`src/msi_pkg.sv`:
```
`default_nettype none
package msi_pkg;
    // widths
    localparam int ADDR_W     = 12;
    localparam int DATA_W     = 32;
    localparam int PHASE_W    = 10;
    localparam int CNT_W      = 24;
    localparam int NUM_POINTS = 8;

    // phase of the 45 degree home state and finest step mode (log2 of 256)
    localparam logic [9:0] HOME_PHASE    = 10'h080;
    localparam logic [3:0] MODE_FINEST   = 4'h8;
    localparam logic [3:0] MODE_RST      = 4'h4;
    localparam logic [7:0] IDX_LAST      = 8'hFF;

    // register byte offsets
    localparam logic [11:0] ADDR_CTRL      = 12'h000;
    localparam logic [11:0] ADDR_STATUS    = 12'h004;
    localparam logic [11:0] ADDR_POSITION  = 12'h008;
    localparam logic [11:0] ADDR_CURRENT   = 12'h00C;
    localparam logic [11:0] ADDR_PROF_BASE = 12'h020;

    // control fields
    localparam int CTRL_INTERP_BIT = 0;
    localparam int CTRL_RES_LSB    = 1;
    localparam int CTRL_STSL_BIT   = 3;
    localparam int CTRL_CUSTOM_BIT = 4;
    localparam int CTRL_EDGE_BIT   = 5;
    localparam int CTRL_MODE_LSB   = 6;

    // status, position and current fields
    localparam int STAT_HOME_BIT  = 0;
    localparam int STAT_STSL_BIT  = 1;
    localparam int STAT_DIR_BIT   = 2;
    localparam int POS_A_LSB      = 0;
    localparam int POS_A_SIGN_BIT = 8;
    localparam int POS_B_LSB      = 16;
    localparam int POS_B_SIGN_BIT = 24;
    localparam int COIL_A_EXPECTED_CURRENT_LSB      = 0;
    localparam int CUR_B_LSB      = 8;

    // timing
    localparam int CLK_PERIOD_NS      = 20;
    localparam int STSL_DELAY_MS      = 100;
    localparam int STSL_DELAY_CYCLES  = STSL_DELAY_MS * 1000000 / CLK_PERIOD_NS;

    // built-in quarter sine at 11.25 degree points, index 0 is 11.25 degrees
    localparam logic [7:0][7:0] SINE_POINTS = {8'hFF, 8'hFA, 8'hEC, 8'hD4,
                                               8'hB4, 8'h8E, 8'h62, 8'h32};
endpackage : msi_pkg
`default_nettype wire

```
`src/msi_indexer.sv`:
```
`timescale 1ns/1ps
`default_nettype none
// Overview of operation
// - each coil shows a table position and a polarity bit
// - coil A expected current is sin(90 deg * position / 255)
// - polarity 1 means positive current, 0 negative, both coils
// - quadrant ramps of A and B positions and polarities follow the indexer table
// - open-drain home pin pulled low only in the 45 degree state
// - home status bit reads 0 whenever the indexer is home
// - home pin pulses low once per electrical turn, every four full steps
// - interpolation starts only when its enable bit is set, a started interval runs on to its target after a clear
// - resolution field 00/01/10/11 selects 1/256, 1/128, 1/64, 1/32
// - previous step interval split into equal sub-steps
// - late step edge: stop interpolating and hold position
// - standstill saving after delay without edge, left on next edge
// - early step edge jumps to demanded position, new rate follows
// - toggling interpolation while stepping causes no position jump
// - custom enable selects the programmed profile over the sine
// - eight points from 11.25 to 90 degrees, zero at 0 degrees
// - points expanded piecewise linearly to 256 entries at 1/256
// - first quadrant mirrored to other quadrants and to coil B
// - after reset indexer starts at 45 degrees, 71 percent both coils
// - rising or both step edges active, low direction reverses
module msi_indexer #(
    parameter int unsigned               CNT_W       = msi_pkg::CNT_W,
    parameter logic [CNT_W-1:0]          STSL_CYCLES = CNT_W'(msi_pkg::STSL_DELAY_CYCLES)
) (
    // clock and reset
    input  wire logic                          REF_CLK,
    input  wire logic                          NRST,
    // apb slave
    input  wire logic                          PSEL,
    input  wire logic                          PENABLE,
    input  wire logic                          PWRITE,
    input  wire logic [msi_pkg::ADDR_W-1:0]    PADDR,
    input  wire logic [msi_pkg::DATA_W-1:0]    PWDATA,
    output var  logic [msi_pkg::DATA_W-1:0]    PRDATA,
    output var  logic                          PREADY,
    output var  logic                          PSLVERR,
    // step and direction pins
    input  wire logic                          STEP,
    input  wire logic                          DIR,
    // open-drain home pin
    output var  logic                          HOME_INDICATOR_LOW_O,
    output var  logic                          HOME_INDICATOR_LOW_OE,
    // indexer outputs
    output var  logic [7:0]                    COIL_A_TABLE_POSITION,
    output var  logic                          COIL_A_POLARITY,
    output var  logic [7:0]                    COIL_B_TABLE_POSITION,
    output var  logic                          COIL_B_POLARITY,
    output var  logic [7:0]                    COIL_A_EXPECTED_CURRENT,
    output var  logic                          STANDSTILL_SAVE
);
    import msi_pkg::*;

    localparam int ACC_W = CNT_W + 1;

    // piecewise-linear lookup over nine points, shared by both coils
    function automatic logic [7:0] profile_lookup(input logic [8:0][7:0] pts,
                                                  input logic [7:0]      idx);
        logic [3:0]         seg;
        logic signed [9:0]  lo;
        logic signed [9:0]  hi;
        logic signed [15:0] diff;
        logic signed [15:0] val;
        seg  = {1'b0, idx[7:5]};
        lo   = signed'({2'b00, pts[seg]});
        hi   = signed'({2'b00, pts[seg + 4'd1]});
        diff = 16'(hi - lo) * signed'({11'h000, idx[4:0]});
        val  = 16'(lo) + (diff >>> 5);
        profile_lookup = (idx == IDX_LAST) ? pts[8] : val[7:0];
    endfunction : profile_lookup

    // synchronised pins: bit 0 step, bit 1 direction
    logic [1:0] pin_level;
    logic [1:0] pin_rise;
    logic [1:0] pin_fall;

    msi_pin_sync #(.WIDTH(2)) u_sync (
        .clk      (REF_CLK),
        .nrst     (NRST),
        .async_in ({DIR, STEP}),
        .level    (pin_level),
        .rise     (pin_rise),
        .fall     (pin_fall)
    );

    // control and profile registers
    logic             interp_en_q;
    logic [1:0]       res_q;
    logic             stsl_en_q;
    logic             custom_en_q;
    logic             edge_both_q;
    logic [3:0]       mode_q;
    logic [7:0]       prof_q [NUM_POINTS];

    // indexer state
    logic [PHASE_W-1:0] pos_q;
    logic [PHASE_W-1:0] target_q;
    logic [PHASE_W-1:0] sub_q;
    logic [PHASE_W-1:0] nsub_q;
    logic [PHASE_W-1:0] rem_q;
    logic               dir_seg_q;
    logic [1:0]         seen_q;
    logic [CNT_W-1:0]   cnt_q;
    logic [CNT_W-1:0]   period_q;
    logic [ACC_W-1:0]   acc_q;
    logic               stsl_q;
    logic               pready_q;

    // step edge selection and step sizes
    logic               step_evt;
    logic               dir_lvl;
    logic [PHASE_W-1:0] inc;
    logic [PHASE_W-1:0] sub;
    logic [PHASE_W-1:0] nsub;
    logic [PHASE_W-1:0] tgt_next;
    logic               interp_go;
    assign dir_lvl   = pin_level[1];
    assign step_evt  = pin_rise[0] | (edge_both_q & pin_fall[0]);
    assign inc       = PHASE_W'(1) << (MODE_FINEST - mode_q);
    assign sub       = PHASE_W'(1) << res_q;
    assign nsub      = inc >> res_q;
    assign tgt_next  = dir_lvl ? target_q + inc : target_q - inc;
    assign interp_go = interp_en_q & (seen_q != 2'b00) & (nsub != '0);

    // sub-step pacing: nsub sub-steps spread evenly over one interval
    logic [ACC_W-1:0]   acc_sum;
    logic               sub_due;
    logic [PHASE_W-1:0] pos_step;
    assign acc_sum  = acc_q + ACC_W'(nsub_q);
    assign sub_due  = (rem_q != '0) & (acc_sum >= {1'b0, period_q});
    assign pos_step = dir_seg_q ? pos_q + sub_q : pos_q - sub_q;

    // table position, polarity and current from the phase
    logic [1:0]       quad;
    logic [7:0]       a_pos;
    logic [7:0]       b_pos;
    logic             a_sign;
    logic             b_sign;
    logic [8:0][7:0]  pts;
    logic [7:0]       a_cur;
    logic             at_home;
    assign quad    = pos_q[9:8];
    assign a_pos   = quad[0] ? ~pos_q[7:0] : pos_q[7:0];
    assign b_pos   = ~a_pos;
    assign a_sign  = ~quad[1];
    assign b_sign  = ~(quad[1] ^ quad[0]);
    assign pts[0]  = 8'h00;
    generate
        for (genvar k = 0; k < NUM_POINTS; k++) begin : g_pts
            assign pts[k+1] = custom_en_q ? prof_q[k] : SINE_POINTS[k];
        end
    endgenerate
    assign a_cur   = profile_lookup(pts, a_pos);
    assign at_home = (pos_q == HOME_PHASE);

    // apb decode
    logic        aligned;
    logic        hit_ctrl;
    logic        hit_status;
    logic        hit_position;
    logic        hit_current;
    logic        hit_prof;
    logic        hit_any;
    logic [2:0]  prof_idx;
    logic        pready_d;
    logic        apb_wr;
    logic [DATA_W-1:0] rd_ctrl;
    logic [DATA_W-1:0] rd_status;
    logic [DATA_W-1:0] rd_position;
    logic [DATA_W-1:0] rd_current;
    logic [DATA_W-1:0] rdata_mux;
    assign aligned      = (PADDR[1:0] == 2'b00);
    assign hit_ctrl     = (PADDR == ADDR_CTRL);
    assign hit_status   = (PADDR == ADDR_STATUS);
    assign hit_position = (PADDR == ADDR_POSITION);
    assign hit_current  = (PADDR == ADDR_CURRENT);
    assign hit_prof     = aligned & (PADDR[ADDR_W-1:5] == ADDR_PROF_BASE[ADDR_W-1:5]);
    assign hit_any      = hit_ctrl | hit_status | hit_position | hit_current | hit_prof;
    assign prof_idx     = PADDR[4:2];
    assign pready_d     = PSEL & PENABLE & ~pready_q;
    assign apb_wr       = PSEL & PENABLE & PWRITE & pready_q;
    assign rd_ctrl      = DATA_W'({mode_q, edge_both_q, custom_en_q, stsl_en_q,
                                   res_q, interp_en_q});
    assign rd_status    = DATA_W'({dir_lvl, stsl_q, ~HOME_INDICATOR_LOW_OE});
    assign rd_position  = (DATA_W'(COIL_A_TABLE_POSITION) << POS_A_LSB)
                        | (DATA_W'(COIL_A_POLARITY) << POS_A_SIGN_BIT)
                        | (DATA_W'(COIL_B_TABLE_POSITION) << POS_B_LSB)
                        | (DATA_W'(COIL_B_POLARITY) << POS_B_SIGN_BIT);
    assign rd_current   = (DATA_W'(COIL_A_EXPECTED_CURRENT) << COIL_A_EXPECTED_CURRENT_LSB)
                        | (DATA_W'(profile_lookup(pts, COIL_B_TABLE_POSITION)) << CUR_B_LSB);
    assign rdata_mux    = hit_ctrl     ? rd_ctrl     :
                          hit_status   ? rd_status   :
                          hit_position ? rd_position :
                          hit_current  ? rd_current  :
                          hit_prof     ? DATA_W'(prof_q[prof_idx]) : 32'h0000_0000;

    // apb answer: ready one cycle into the access phase
    always_ff @(posedge REF_CLK) begin
        if (!NRST) begin
            pready_q <= 1'b0;
            PRDATA   <= 32'h0000_0000;
            PSLVERR  <= 1'b0;
        end else begin
            pready_q <= pready_d;
            PSLVERR  <= pready_d & ~hit_any;
            if (pready_d) begin
                PRDATA <= hit_any & ~PWRITE ? rdata_mux : 32'h0000_0000;
            end
        end
    end
    assign PREADY = pready_q;

    // control register writes, step mode clamped to 1/256
    always_ff @(posedge REF_CLK) begin
        if (!NRST) begin
            interp_en_q <= 1'b0;
            res_q       <= 2'b00;
            stsl_en_q   <= 1'b0;
            custom_en_q <= 1'b0;
            edge_both_q <= 1'b0;
            mode_q      <= MODE_RST;
        end else if (apb_wr && hit_ctrl) begin
            interp_en_q <= PWDATA[CTRL_INTERP_BIT];
            res_q       <= PWDATA[CTRL_RES_LSB +: 2];
            stsl_en_q   <= PWDATA[CTRL_STSL_BIT];
            custom_en_q <= PWDATA[CTRL_CUSTOM_BIT];
            edge_both_q <= PWDATA[CTRL_EDGE_BIT];
            mode_q      <= (PWDATA[CTRL_MODE_LSB +: 4] > MODE_FINEST) ?
                           MODE_FINEST : PWDATA[CTRL_MODE_LSB +: 4];
        end
    end

    // profile point writes, reset to the built-in sine points
    always_ff @(posedge REF_CLK) begin
        for (int k = 0; k < NUM_POINTS; k++) begin
            if (!NRST) begin
                prof_q[k] <= SINE_POINTS[k];
            end else if (apb_wr && hit_prof && (prof_idx == 3'(k))) begin
                prof_q[k] <= PWDATA[7:0];
            end
        end
    end

    // interval counter, saturating, restarts on each active edge
    always_ff @(posedge REF_CLK) begin
        if (!NRST) begin
            cnt_q    <= '0;
            period_q <= '0;
            seen_q   <= 2'b00;
        end else if (step_evt) begin
            cnt_q    <= '0;
            period_q <= cnt_q;
            seen_q   <= (seen_q == 2'b00) ? 2'b01 : 2'b10;
        end else if (cnt_q != '1) begin
            cnt_q    <= cnt_q + CNT_W'(1);
        end
    end

    // standstill saving: entered after the delay, left on the next edge
    always_ff @(posedge REF_CLK) begin
        if (!NRST) begin
            stsl_q <= 1'b0;
        end else if (step_evt || !stsl_en_q) begin
            stsl_q <= 1'b0;
        end else if (cnt_q >= STSL_CYCLES) begin
            stsl_q <= 1'b1;
        end
    end

    // indexer: jump on edge, then interpolate toward the new target
    always_ff @(posedge REF_CLK) begin
        if (!NRST) begin
            pos_q     <= HOME_PHASE;
            target_q  <= HOME_PHASE;
            sub_q     <= '0;
            nsub_q    <= '0;
            rem_q     <= '0;
            acc_q     <= '0;
            dir_seg_q <= 1'b1;
        end else if (step_evt) begin
            target_q  <= tgt_next;
            sub_q     <= sub;
            nsub_q    <= nsub;
            acc_q     <= '0;
            dir_seg_q <= dir_lvl;
            if (interp_go) begin
                pos_q <= target_q;
                rem_q <= nsub;
            end else begin
                pos_q <= tgt_next;
                rem_q <= '0;
            end
        end else if (rem_q != '0) begin
            // finishing after a disable keeps the motion continuous
            if (sub_due) begin
                pos_q <= pos_step;
                rem_q <= rem_q - PHASE_W'(1);
                acc_q <= acc_sum - {1'b0, period_q};
            end else begin
                acc_q <= acc_sum;
            end
        end
    end

    // registered outputs
    always_ff @(posedge REF_CLK) begin
        if (!NRST) begin
            COIL_A_TABLE_POSITION   <= HOME_PHASE[7:0];
            COIL_B_TABLE_POSITION   <= ~HOME_PHASE[7:0];
            COIL_A_POLARITY         <= 1'b1;
            COIL_B_POLARITY         <= 1'b1;
            COIL_A_EXPECTED_CURRENT <= SINE_POINTS[3];
            HOME_INDICATOR_LOW_O    <= 1'b0;
            HOME_INDICATOR_LOW_OE   <= 1'b1;
            STANDSTILL_SAVE         <= 1'b0;
        end else begin
            COIL_A_TABLE_POSITION   <= a_pos;
            COIL_B_TABLE_POSITION   <= b_pos;
            COIL_A_POLARITY         <= a_sign;
            COIL_B_POLARITY         <= b_sign;
            COIL_A_EXPECTED_CURRENT <= a_cur;
            HOME_INDICATOR_LOW_O    <= 1'b0;
            HOME_INDICATOR_LOW_OE   <= at_home;
            STANDSTILL_SAVE         <= stsl_q;
        end
    end
endmodule : msi_indexer
`default_nettype wire

```
`src/msi_pin_sync.sv`:
```
`timescale 1ns/1ps
`default_nettype none
module msi_pin_sync #(
    parameter int WIDTH = 2
) (
    // clock and reset
    input  wire logic             clk,
    input  wire logic             nrst,
    // pins
    input  wire logic [WIDTH-1:0] async_in,
    // filtered level and one-cycle edge pulses
    output var  logic [WIDTH-1:0] level,
    output var  logic [WIDTH-1:0] rise,
    output var  logic [WIDTH-1:0] fall
);
    logic [WIDTH-1:0] s1_q;
    logic [WIDTH-1:0] s2_q;
    logic [WIDTH-1:0] s3_q;
    logic [WIDTH-1:0] agree;
    logic [WIDTH-1:0] level_d;

    // a change counts once the second and third stages agree
    assign agree   = ~(s2_q ^ s3_q);
    assign level_d = (agree & s3_q) | (~agree & level);

    // three-stage chain, first stage feeds only the second
    always_ff @(posedge clk) begin
        if (!nrst) begin
            s1_q  <= '0;
            s2_q  <= '0;
            s3_q  <= '0;
            level <= '0;
            rise  <= '0;
            fall  <= '0;
        end else begin
            s1_q  <= async_in;
            s2_q  <= s1_q;
            s3_q  <= s2_q;
            level <= level_d;
            rise  <= level_d & ~level;
            fall  <= ~level_d & level;
        end
    end
endmodule : msi_pin_sync
`default_nettype wire

```
`config.mk`:
```
export PLATFORM = sky130hd
export DESIGN_NAME = msi_indexer
export DESIGN_NICKNAME = d
export VERILOG_FILES = /design/src/msi_pkg.sv /design/src/msi_indexer.sv /design/src/msi_pin_sync.sv
export SDC_FILE = /design/constraint.sdc
export NUM_CORES = 1
export LEC_CHECK = 0
export ABC_CLOCK_PERIOD_IN_PS = 12050
export BUFFER_PORTS_ARGS = -buffer_cell sky130_fd_sc_hd__buf_2
export CORE_AREA = 4 4 201 203
export CTS_CLUSTER_DIAMETER = 80
export DETAILED_ROUTE_END_ITERATION = 16
export DIE_AREA = 0 0 205 207
export PLACE_DENSITY = 0.72
export SLEW_MARGIN = 40
export SYNTH_ARGS = -nofsm -noshare
export SYNTH_HDL_FRONTEND = slang
export SYNTH_HIERARCHICAL = 1
export SYNTH_SLANG_ARGS = --single-unit
```
`constraint.sdc`:
```
create_clock -name REF_CLK -period 12.05 [get_ports REF_CLK]
set_input_delay 3.0125 -clock REF_CLK [delete_from_list [all_inputs] [get_ports REF_CLK]]
set_output_delay 3.0125 -clock REF_CLK [all_outputs]
set_load 0.1 [all_outputs]
```
# ---- Word-level counts from Yosys, hierarchy flattened
# Memories as Yosys holds them, arrays and structs flattened.
# Cells that the tools add are included.
dict set report totals {
  reg_bits 209
  mem_bits_rw 64
  out_inout_bits 63
  wordCells 219
  mem_count 1
}
dict set report classes {
  addsub 15
  n_mul 2
  order_cmp 7
  eq_ne 15
  shifts 3
  mux 71
  n_bitwise 48
  n_reduce_logical 24
}
# name depth word_bits read_ports rd_ports_with_merged_regs write_ports line_no
set memory_table {}
lappend memory_table {prof_q 8 8 9 0 8 msi_indexer.sv:95} ;# logic [7:0] prof_q [NUM_POINTS];
# operator n
set ops {}
lappend ops {{2-to-1 mux 8 bit} 24}
lappend ops {{2-to-1 mux 25 bit} 5}
lappend ops {{2-to-1 mux 10 bit} 10}
lappend ops {{binary-select mux 8 bit (select 4 bit)} 2}
lappend ops {{binary-select mux 8 bit (select 3 bit)} 2}
lappend ops {{multiplier 9 x 6 -> 13 bit} 2}
lappend ops {{adder 25 x 10 -> 25 bit} 1}
lappend ops {{>= comparator 25 x 24 -> 1 bit} 1}
lappend ops {{2-to-1 mux 1 bit} 25}
lappend ops {{bitwise OR 24 x 25 -> 25 bit} 1}
lappend ops {{subtractor 25 x 24 -> 25 bit} 1}
lappend ops {{adder 24 x 1 -> 24 bit (second input constant)} 1}
lappend ops {{equality test 12 x 4 -> 1 bit (second input constant)} 2}
lappend ops {{>= comparator 24 x 23 -> 1 bit (second input constant)} 1}
lappend ops {{inequality test 24 bit (second input constant)} 1}
lappend ops {{bitwise OR 9 x 24 -> 24 bit} 1}
lappend ops {{adder 10 bit} 2}
lappend ops {{nonzero test 10 bit} 2}
lappend ops {{subtractor 10 bit} 2}
lappend ops {{subtractor 8 x 8 -> 9 bit} 2}
lappend ops {{adder 8 bit} 2}
lappend ops {{equality test 8 bit (second input constant)} 2}
lappend ops {{2-to-1 mux 16 bit} 1}
lappend ops {{NOT 8 bit} 2}
lappend ops {{36 further kinds} 90}

# ---- Logic depth before layout (Yosys ltp)
# Gate-level depths: netlist of run 1.
# An unclocked memory read counts as a cell.
dict set report depth {
  word_depth 14
  depth_mapped 43
  ltp_nobuf 39
}

# ---- Cells and area by module
# Netlist of run 1, hierarchy kept.
# mod instances cells_each area_per_inst_um2 seq_area_each_um2
set modules_own_cells {}
lappend modules_own_cells {msi_indexer 1 2534 20636.0 5645.4}
lappend modules_own_cells {msi_pin_sync 1 32 366.6 240.2}

# ---- Worst setup path after synthesis of run 1
# No wires, ideal clock.
dict set report synth_timing {
  path_kind {register to register}
  start {reg pos_q[8]}
  end {reg COIL_A_EXPECTED_CURRENT[7]}
  setup_time_ns 0.128
  t_arrival_ns 8.737
  required_ns 11.922
  path_slack_ns 3.185
  path_stages_with_launch 40
  path_buffers 3
  period_less_slack_ns 8.865
  cell_sequence {dfxtp_1 buf_2 xnor2_4 inv_2 buf_1 clkbuf_1 ha_1 xnor2_1 mux4_2 mux2_2 a31oi_1 ha_1 inv_1 fa_1 a21o_1 a21oi_1 o21ai_0 a21oi_1 [4 not listed] fa_1 inv_1 fa_1 ha_1 a21o_1 or2_2 a21oi_1 o21a_1 nor2_1 ha_1 nand3_1 o211ai_1 nor4_1 nor3_1 xnor3_1 xnor2_1 nor3b_1 a211oi_1}
}
dict set report synth_via {
  elab_chain_cells 8
  word_cells_on_any_way 11
}
# item line_no
set synth_rtl {}
lappend synth_rtl {{from (decl)} msi_indexer.sv:98} ;# logic [PHASE_W-1:0] pos_q;
lappend synth_rtl {{from (signal assigned)} msi_indexer.sv:289} ;# pos_q <= target_q;
lappend synth_rtl {{from (signal assigned)} msi_indexer.sv:292} ;# pos_q <= tgt_next;
lappend synth_rtl {{from (signal assigned)} msi_indexer.sv:298} ;# pos_q <= pos_step;
lappend synth_rtl {{2-to-1 mux 8 bit *} msi_indexer.sv:145} ;# assign a_pos = quad[0] ? ~pos_q[7:0] : pos_q[7:0];
lappend synth_rtl {{named net a_pos[5]} msi_indexer.sv:137} ;# logic [7:0] a_pos;
lappend synth_rtl {{adder 3 x 1 -> 4 bit} msi_indexer.sv:68} ;# hi = signed'({2'b00, pts[seg + 4'd1]});
lappend synth_rtl {{binary-select mux 8 bit (select 4 bit)} msi_indexer.sv:68}
lappend synth_rtl {{2-to-1 mux 8 bit (not written as such)} msi_indexer.sv:68}
lappend synth_rtl {{subtractor 8 x 8 -> 9 bit} msi_indexer.sv:69} ;# diff = 16'(hi - lo) * signed'({11'h000, idx[4:0]});
lappend synth_rtl {{multiplier 9 x 6 -> 13 bit} msi_indexer.sv:69}
lappend synth_rtl {{adder 8 bit} msi_indexer.sv:70} ;# val = 16'(lo) + (diff >>> 5);
lappend synth_rtl {{2-to-1 mux 8 bit *} msi_indexer.sv:71} ;# profile_lookup = (idx == IDX_LAST) ? pts[8] : val[7:0];
lappend synth_rtl {{to (signal assigned)} msi_indexer.sv:314} ;# COIL_A_EXPECTED_CURRENT <= SINE_POINTS[3];
lappend synth_rtl {{to (signal assigned)} msi_indexer.sv:323} ;# COIL_A_EXPECTED_CURRENT <= a_cur;
lappend synth_rtl {{to (decl)} msi_indexer.sv:51} ;# output var logic [7:0] COIL_A_EXPECTED_CURRENT,
# The timed path passes the listed nets; every way through them passes the cells marked *. The select of a mux whose other input is x is not followed.
# A chain may end at the register's enable or synchronous reset.

# ---- Worst setup path after layout of run 1
dict set report layout_timing {
  start {reg pos_q[8]}
  end {reg COIL_A_EXPECTED_CURRENT[7]}
}
dict set report layout_via {
  elab_chain_cells 8
  word_cells_on_any_way 11
}
# item line_no
set layout_rtl {}
lappend layout_rtl {{2-to-1 mux 8 bit *} msi_indexer.sv:145}
lappend layout_rtl {{adder 3 x 1 -> 4 bit} msi_indexer.sv:68}
lappend layout_rtl {{binary-select mux 8 bit (select 4 bit)} msi_indexer.sv:68}
lappend layout_rtl {{2-to-1 mux 8 bit (not written as such)} msi_indexer.sv:68}
lappend layout_rtl {{subtractor 8 x 8 -> 9 bit} msi_indexer.sv:69}
lappend layout_rtl {{multiplier 9 x 6 -> 13 bit} msi_indexer.sv:69}
lappend layout_rtl {{adder 8 bit} msi_indexer.sv:70}
lappend layout_rtl {{2-to-1 mux 8 bit *} msi_indexer.sv:71}
# Every way passes the cells marked *; elsewhere a longest branch is shown, timed or not. The select of a mux whose other input is x is not followed.

==> flow_summary.ini, run 1 <==
[run_status]
status = finished clean

[timing]
grt_setup_unrepaired = no
fin_tns_setup_ps = 0
tightest_slew_ps = 867
skew_ps = 27.3
final_max_slew_viol_count = 0
slew-limit-headroom_pct = 41.4
layout_setup_ws_ps = 1980
fin_crit_sh_pct = 83.6
hold_viol = 0
setup_viol_count_final = 0
fin_crit_ps = 10070
max_freq_ghz = 0.0993

[floorplanning]
ios = 114
fp.coreArea_sq_um = 38500
start_util_pct = 54.4
die_h_microns = 207
rows = 72
dieWidth_microns = 205
die_area_sq_um = 42400

[setup_path]
arrival_ps = 10540
cp_slowest_cell = xnor2_4
cp_slowest_stage_delay_ps = 710
crit_type = reg -> reg
path_max_fanout = 35
endpoint_kind = flip-flop
rrSetupSlack_ps = 1980
startpoint_type = flip-flop
cp.required_ps = 12520

[global_route]
grt-ovfl-total = 0
antenna_found_initial = 1
grt_pass1_wl_microns = 101000
grt_max_degree = 68
track_usage_pct = 29.0
grt_pass1_vias = 18500

[placed_design]
dpl.hpwl_microns = 47100
gp_congestion = 1.03
dp_slack_ps = 2000
place_area_sq_um = 21700
io_buffers = 83
dp_cells = 3055

[drt]
wl_per_cell_microns = 20.3
drt_iter0_markers = 1510
viasPerCell = 6.22
ant_nets = 0
drc = 0
wl_microns = 63200
vias = 19300
dr.pass1.iters = 6

[clocking]
numCtsBuffers = 31
clock_latency_ps = 590
numClockSinks = 260
ctsResizeCount = 0
clock_path_buffers = 3
clk_pin_slew_ps = 60
post_cts.repair.setup_buffers = 0
htreeDepth = 1
cts_tree = built
cts_root_buf = clkbuf_16
hold_buffers = 0

[synth]
syn_area_sq_um = 20900
syn_inst = 2561
syn_avg_cell_area_sq_um = 8.18
yosys_warnings = 6

[power]
p_leak_nw = 9.33
pwr_density_cell_nw_per_um2 = 159
ir_drop_mv = 0.190

[layout]
layout_commonest_cell = nand2_1
fin_cells = 3110
fin_nets = 2808
layout_common_cells = nand2_1 (268), nor2_1 (267), dfxtp_1 (189), a21oi_1 (183), inv_1 (177)
fin_area_sq_um = 22800
drive_gt1_share_pct = 9.99
antennaDiodeCount = 0
area_delta_synth_final_pct = 8.70

[min_path]
hold_class = reg -> reg

[run]
maxCapViolCount = 0
[worst max-delay path: cells and delay by family, from the launching register on]
family,cells,cell delay [ps]
AOI/OAI and AO/OA,10,1960
xor gates and xnor gates,5,2110
adders and majority gates,8,3040
buffers and inverters,5,500
DFF,1,460
muxes,2,670
and+or+nand+nor,7,1190
[power by group]
group	internal [W]	switching (W)	total, W
clock network	0.000573	0.000381	0.000955
logic	0.000691	0.000980	0.00167
registers	0.000942	0.0000455	0.000987
total	0.00221	0.00141	0.00361
[registers in the layout (all words and copies together), names as in the netlist, 4 cells and up]
register and count:
COIL_A_EXPECTED_CURRENT 8, COIL_A_TABLE_POSITION 8, COIL_B_TABLE_POSITION 8, PRDATA 25, acc_q 25, cnt_q 24
mode_q 4, nsub_q 10, period_q 24, pos_q 10, prof_q 64, rem_q 10
sub_q 4, target_q 10
[path summary, 6_finish.rpt]
kind,from,end,cells after the start
setup / recovery,pos_q[8],COIL_A_EXPECTED_CURRENT[7],37
hold / removal,pos_q[9],COIL_A_POLARITY,1
setup reg to reg,pos_q[8],COIL_A_EXPECTED_CURRENT[7],37
hold reg to reg,pos_q[9],COIL_A_POLARITY,1
[routing by layer]
| layer | track usage [%] | wire length (microns) | up-vias |
|---|---|---|---|
| li1 | - | - | 9073 |
| met1 | 38.5 | 26400 | 9336 |
| met2 | 47.4 | 29400 | 763 |
| met3 | 5.55 | 4970 | 172 |
| met4 | 9.98 | 2420 | 2 |
| met5 | 0 | 18 | - |
[metrics by stage]
stage | util [%] | hold slack (ps) | total power (W)
2_1_floorplan | - | 376 | 0.00228
6_report | 59.2 | 427 | 0.00361
3_5_place_dp | 56.4 | 416 | 0.00265
3_3_place_gp | 56.4 | 397 | 0.00260
5_1_grt | 59.2 | 440 | 0.00387
4_1_cts | 59.1 | 430 | 0.00361
[final cells by class]
class	count	area, sq um
clock buffers	46	888
clock inverters	9	140
inverters	182	684
repair buffers	118	682
fillers	3433	15700
flip-flops and latches	260	5850
well taps	518	648
multi-input cells	1977	13900
Power figures use the tool's default switching activity.
==> run 2, diff against run 1 <==
--- a/config.mk
+++ b/config.mk
@@ -5,13 +5,13 @@
 export SDC_FILE = /design/constraint.sdc
 export NUM_CORES = 1
 export LEC_CHECK = 0
-export ABC_CLOCK_PERIOD_IN_PS = 12050
+export ABC_CLOCK_PERIOD_IN_PS = 8600
 export BUFFER_PORTS_ARGS = -buffer_cell sky130_fd_sc_hd__buf_2
 export CORE_AREA = 4 4 201 203
 export CTS_CLUSTER_DIAMETER = 80
 export DETAILED_ROUTE_END_ITERATION = 16
 export DIE_AREA = 0 0 205 207
-export PLACE_DENSITY = 0.72
+export PLACE_DENSITY = 0.75
 export SLEW_MARGIN = 40
 export SYNTH_ARGS = -nofsm -noshare
 export SYNTH_HDL_FRONTEND = slang
==> constraint.sdc (replaced) <==
create_clock -name REF_CLK -period 8.6 [get_ports REF_CLK]
set_input_delay 2.15 -clock REF_CLK [delete_from_list [all_inputs] [get_ports REF_CLK]]
set_output_delay 2.15 -clock REF_CLK [all_outputs]
set_load 0.1 [all_outputs]
==> flow_summary.ini, run 2 (synthesis results as in run 1) <==
[global_route]
antenna_found_initial = 0
track_usage_pct = 30.4
grt-ovfl-total = 0
grt_pass1_vias = 18900
grt_pass1_wl_microns = 104000
grt_max_degree = 68

[setup_path]
path_max_fanout = 5
crit_type = reg -> reg
crit_path_end = COIL_A_EXPECTED_CURRENT[7]
r2r_start = pos_q[8]
cp.required_ps = 9020
cp_slowest_cell = fa_1
worst-path-buf-inv = 4
cp_slowest_stage_delay_ps = 490
crit_cells = 36
rr_endpoint = COIL_A_EXPECTED_CURRENT[7]
startpoint_type = flip-flop
critPathMostFrequentCell = fa_1
cp_top_family = adder cells
arrival_ps = 8530
endpoint_kind = flip-flop
crit_path_start = pos_q[8]
rrSetupSlack_ps = 480
worst-r2r-cell-count = 36

[timing]
grt_setup_unrepaired = yes
fin_crit_ps = 8120
fin_tns_setup_ps = 0
max_freq_ghz = 0.123
slew-limit-headroom_pct = 38.6
tightest_slew_ps = 918
final_max_slew_viol_count = 0
hold_viol = 0
fin_crit_sh_pct = 94.4
holdWs_ps = 417
skew_ps = 23.5
setup_viol_count_final = 0

[power]
p_clk_share_pct = 27.6
pwr-share-comb_pct = 45.6
p_sw_w = 0.00207
seqPwrFrac_pct = 26.7
p_leak_nw = 9.53
ir_drop_mv = 0.181
pwr_density_cell_nw_per_um2 = 224
switching_share_pct = 39.9
total_power_w = 0.00519
p_int_w = 0.00312

[drt]
drt_iter0_markers = 1805
vias = 19600
drc = 0
wl_microns = 66500
wl_per_cell_microns = 21.2
viasPerCell = 6.25
ant_nets = 0
dr.pass1.iters = 6

[layout]
largest_register_ffs = 64
fin_area_sq_um = 23200
fin_nets = 2838
drive_gt1_share_pct = 11.4
top_regs = prof_q (64), PRDATA (25), acc_q (25)
top_register = prof_q
nFillCells = 3436
area_delta_synth_final_pct = 10.6
layout_common_cells = nand2_1 (268), nor2_1 (268), dfxtp_1 (187), a21oi_1 (180), inv_1 (177)
antennaDiodeCount = 0
fin_cells = 3143

[placed_design]
gp_congestion = 0.984
dpl.hpwl_microns = 49500
place_area_sq_um = 22000
dp_cells = 3082
io_buffers = 83

[clocking]
cts_root_buf = clkbuf_16
numClockSinks = 260
clock_latency_ps = 560
clock_path_buffers = 3
clk_pin_slew_ps = 60
hold_buffers = 0
htreeDepth = 2
numCtsBuffers = 34
cts_tree = built

[floorplanning]
fp.coreArea_sq_um = 38500
dieWidth_microns = 205
die_area_sq_um = 42400
ios = 114
rows = 72
die_h_microns = 207
start_util_pct = 54.4

[run]
maxCapViolCount = 0

[run_status]
status = finished clean

[min_path]
hold_class = reg -> reg
run 2: cell types whose count changed in the layout (fill, tap and decap cells not counted), sizes merged:
| cell | change |
|---|---|
| clkinv | +5 |
| inv | +2 |
| bufinv | -1 |
| buf | +27 |
run 2: through the flow:
step	setup slack, ps	util (%)
after floorplan	57.0	-
after global placement	113	57.1
after detailed placement	-71.2	57.1
after CTS	6.75	60.1
after global routing	-10.0	60.2
final	484	60.2
run 2: area by class of cell:
type / count / area (sq um) / share of cell area (%)
Clock buffer: 46 / 926 / 4.00
Clock inverter: 15 / 186 / 0.805
Inverter: 182 / 684 / 2.96
Multi-Input combinational cell: 1977 / 13900 / 60.2
Sequential cell: 260 / 5860 / 25.3
Tap cell: 518 / 648 / 2.80
Timing Repair Buffer: 145 / 921 / 3.98
run 2: what timing repair did:
action,in CTS,in global routing
gates resized for setup,4,17
pin swaps,0,4
setup buffers,0,0
endpoints found under the setup margin,1,3
run 2: routing by layer:
layer	share of wire [%]	track usage, %	wire length (microns)	up-vias
li1	-	-	-	9154
met1	40	40.4	26600	9438
met4	5.1	14.2	3420	0
met2	46	49.0	30800	848
met3	8.5	4.60	5630	197
met5	0	0	0	-
run 2: worst min path at each step:
stage | start | end | slack [ps] | cells past startpoint
floorplan | pos_q[9] | COIL_A_POLARITY | 380 | 1
global placement | pos_q[9] | COIL_A_POLARITY | 390 | 1
detailed placement | pos_q[9] | COIL_A_POLARITY | 410 | 1
CTS | pos_q[9] | COIL_A_POLARITY | 420 | 1
global route | pos_q[9] | COIL_A_POLARITY | 450 | 1
finish | pos_q[9] | COIL_A_POLARITY | 420 | 1
run 2: worst reg2reg max path: cells and delay by family (launching register included):
family / cells / cell delay (ps)
AO/OA/AOI/OAI: 10 / 1690
multiplexers: 2 / 620
XOR/XNOR: 5 / 1080
buffers and inverters: 4 / 230
AND/OR/NAND/NOR: 7 / 1050
flip-flops: 1 / 380
adder cells (fa/ha/maj): 8 / 2920
run 2: power by group through the flow:
| stage | clock [W] | combinational [W] | sequential [W] |
|---|---|---|---|
| detailed placement | 0 | 0.00231 | 0.00141 |
| global route | 0.00150 | 0.00260 | 0.00139 |
| CTS | 0.00145 | 0.00233 | 0.00138 |
| finish | 0.00143 | 0.00237 | 0.00139 |
| floorplan | 0 | 0.00180 | 0.00140 |
| global placement | 0 | 0.00224 | 0.00141 |
==> run 3, diff against run 2 <==
==> constraint.sdc (replaced) <==
create_clock -name REF_CLK -period 8.6 [get_ports REF_CLK]
set_input_delay 0 -clock REF_CLK [delete_from_list [all_inputs] [get_ports REF_CLK]]
set_output_delay 0 -clock REF_CLK [all_outputs]
set_load 0.1 [all_outputs]
==> flow_summary.ini, run 3 (synthesis results as in run 1) <==
[drt]
vias = 19700
wl_per_cell_microns = 21.1
drc = 0
drt_iter0_markers = 1908
viasPerCell = 6.26
dr.pass1.iters = 5
wl_microns = 66700
ant_nets = 0

[layout]
layout_commonest_cell = nor2_1
fin_area_sq_um = 23300
drive_gt1_share_pct = 11.4
antennaDiodeCount = 0
nFillCells = 3424
fin_nets = 2850
layout_common_cells = nor2_1 (267), nand2_1 (266), dfxtp_1 (189), a21oi_1 (181), inv_1 (177)
largest_register_ffs = 64
top_register = prof_q
register_area_sq_um = 5860
top_regs = prof_q (64), PRDATA (25), acc_q (25)
area_delta_synth_final_pct = 11.1
multi_input_area_sq_um = 14000

[floorplanning]
fp.coreArea_sq_um = 38500
dieWidth_microns = 205
rows = 72
ios = 114
start_util_pct = 54.4
die_h_microns = 207
die_area_sq_um = 42400

[global_route]
grt_pass1_vias = 19200
track_usage_pct = 30.4
antenna_found_initial = 3
grt-ovfl-total = 0
grt_max_degree = 74
grt_pass1_wl_microns = 105000

[clocking]
cts_root_buf = clkbuf_16
clock_path_buffers = 3
clock_latency_ps = 600
numClockSinks = 260
cts_tree = built
clk_pin_slew_ps = 60
htreeDepth = 1
numCtsBuffers = 30

[run]
maxCapViolCount = 0

[run_status]
status = finished clean

[setup_path]
crit_type = reg -> reg
cp_slowest_stage_delay_ps = 500
path_max_fanout = 16
cp.required_ps = 9050
arrival_ps = 8550
endpoint_kind = flip-flop
cp_slowest_cell = fa_1
rrSetupSlack_ps = 500
startpoint_type = flip-flop

[timing]
grt_setup_unrepaired = yes
setup_viol_count_final = 0
fin_crit_sh_pct = 94.1
slew-limit-headroom_pct = 42.7
skew_ps = 21.1
final_max_slew_viol_count = 0
fin_tns_setup_ps = 0
fin_crit_ps = 8100
hold_viol = 0
max_freq_ghz = 0.124
tightest_slew_ps = 858

[power]
pwr_density_cell_nw_per_um2 = 218
ir_drop_mv = 0.255
p_leak_nw = 9.58

[min_path]
hold_class = in -> reg

[placed_design]
io_buffers = 83
gp_congestion = 1.03
dpl.hpwl_microns = 49700
place_area_sq_um = 21900
-- run 3: cell count changes in the layout (fill, tap and decap cells not counted), sizes merged --
cell and change:
dlygate4sd3 +20, clkinv +1, buf -4, clkinvlp +2
clkbuf -8
-- run 3: worst paths after layout --
| kind | startpoint | to | cells past startpoint |
|---|---|---|---|
| max | pos_q[5] | COIL_A_EXPECTED_CURRENT[7] | 37 |
| min | PENABLE | PREADY | 4 |
| max reg2reg | pos_q[5] | COIL_A_EXPECTED_CURRENT[7] | 37 |
| min reg2reg | u_sync/s2_q[0] | u_sync/fall[0] | 1 |
-- run 3: where the power goes --
part / total [W] / switching (W) / internal, W
registers: 0.00138 / 0.0000651 / 0.00132
logic: 0.00237 / 0.00139 / 0.000975
clock network: 0.00133 / 0.000568 / 0.000758
total: 0.00508 / 0.00203 / 0.00305
-- run 3: final cells by class --
cell class	instances	share of cell area, %
multi-input cells	1977	60.1
flip-flops and latches	260	25.2
repair buffers	161	4.60
clock buffers	38	3.58
inverters	182	2.94
well taps	518	2.78
clock inverters	18	0.828
-- run 3: per-layer routing --
metal,vias up,wire (microns),track usage [%]
li1,9174,-,-
met1,9474,26600,41.2
met2,933,30700,48.7
met3,163,6450,5.07
met4,4,2950,12.0
met5,-,46,0
-- run 3: timing repair --
| item | 4_1_cts | 5_1_grt |
|---|---|---|
| hold endpoints to repair | 78 | 0 |
| gates resized for setup | 0 | 22 |
| hold buffers | 20 | 0 |
| setup buffers | 0 | 1 |
| endpoints found under the setup margin | 0 | 4 |
-- run 3: through the flow --
stage / power, W / std cells / hold WS, ps / utilization, % / worst slack (ps)
6_report: 0.00508 / 3154 / 28.2 / 60.5 / 504
5_1_grt: 0.00540 / 3154 / 82.1 / 60.5 / -55.2
4_1_cts: 0.00505 / 3152 / 0.0891 / 60.2 / 62.9
3_5_place_dp: 0.00372 / 3076 / 227 / 57.0 / 84.1
3_3_place_gp: 0.00366 / 3076 / 222 / 56.9 / 296
2_1_floorplan: 0.00320 / 2568 / 142 / - / 57.0
-- run 3: critical path: cells and delay by family (launching register included) --
kind,cells,cell delay [ps]
compound gates,12,2100
fa+ha+maj,7,2910
buf+inv,4,410
simple gates,9,1120
flops,1,360
xor+xnor,5,1050
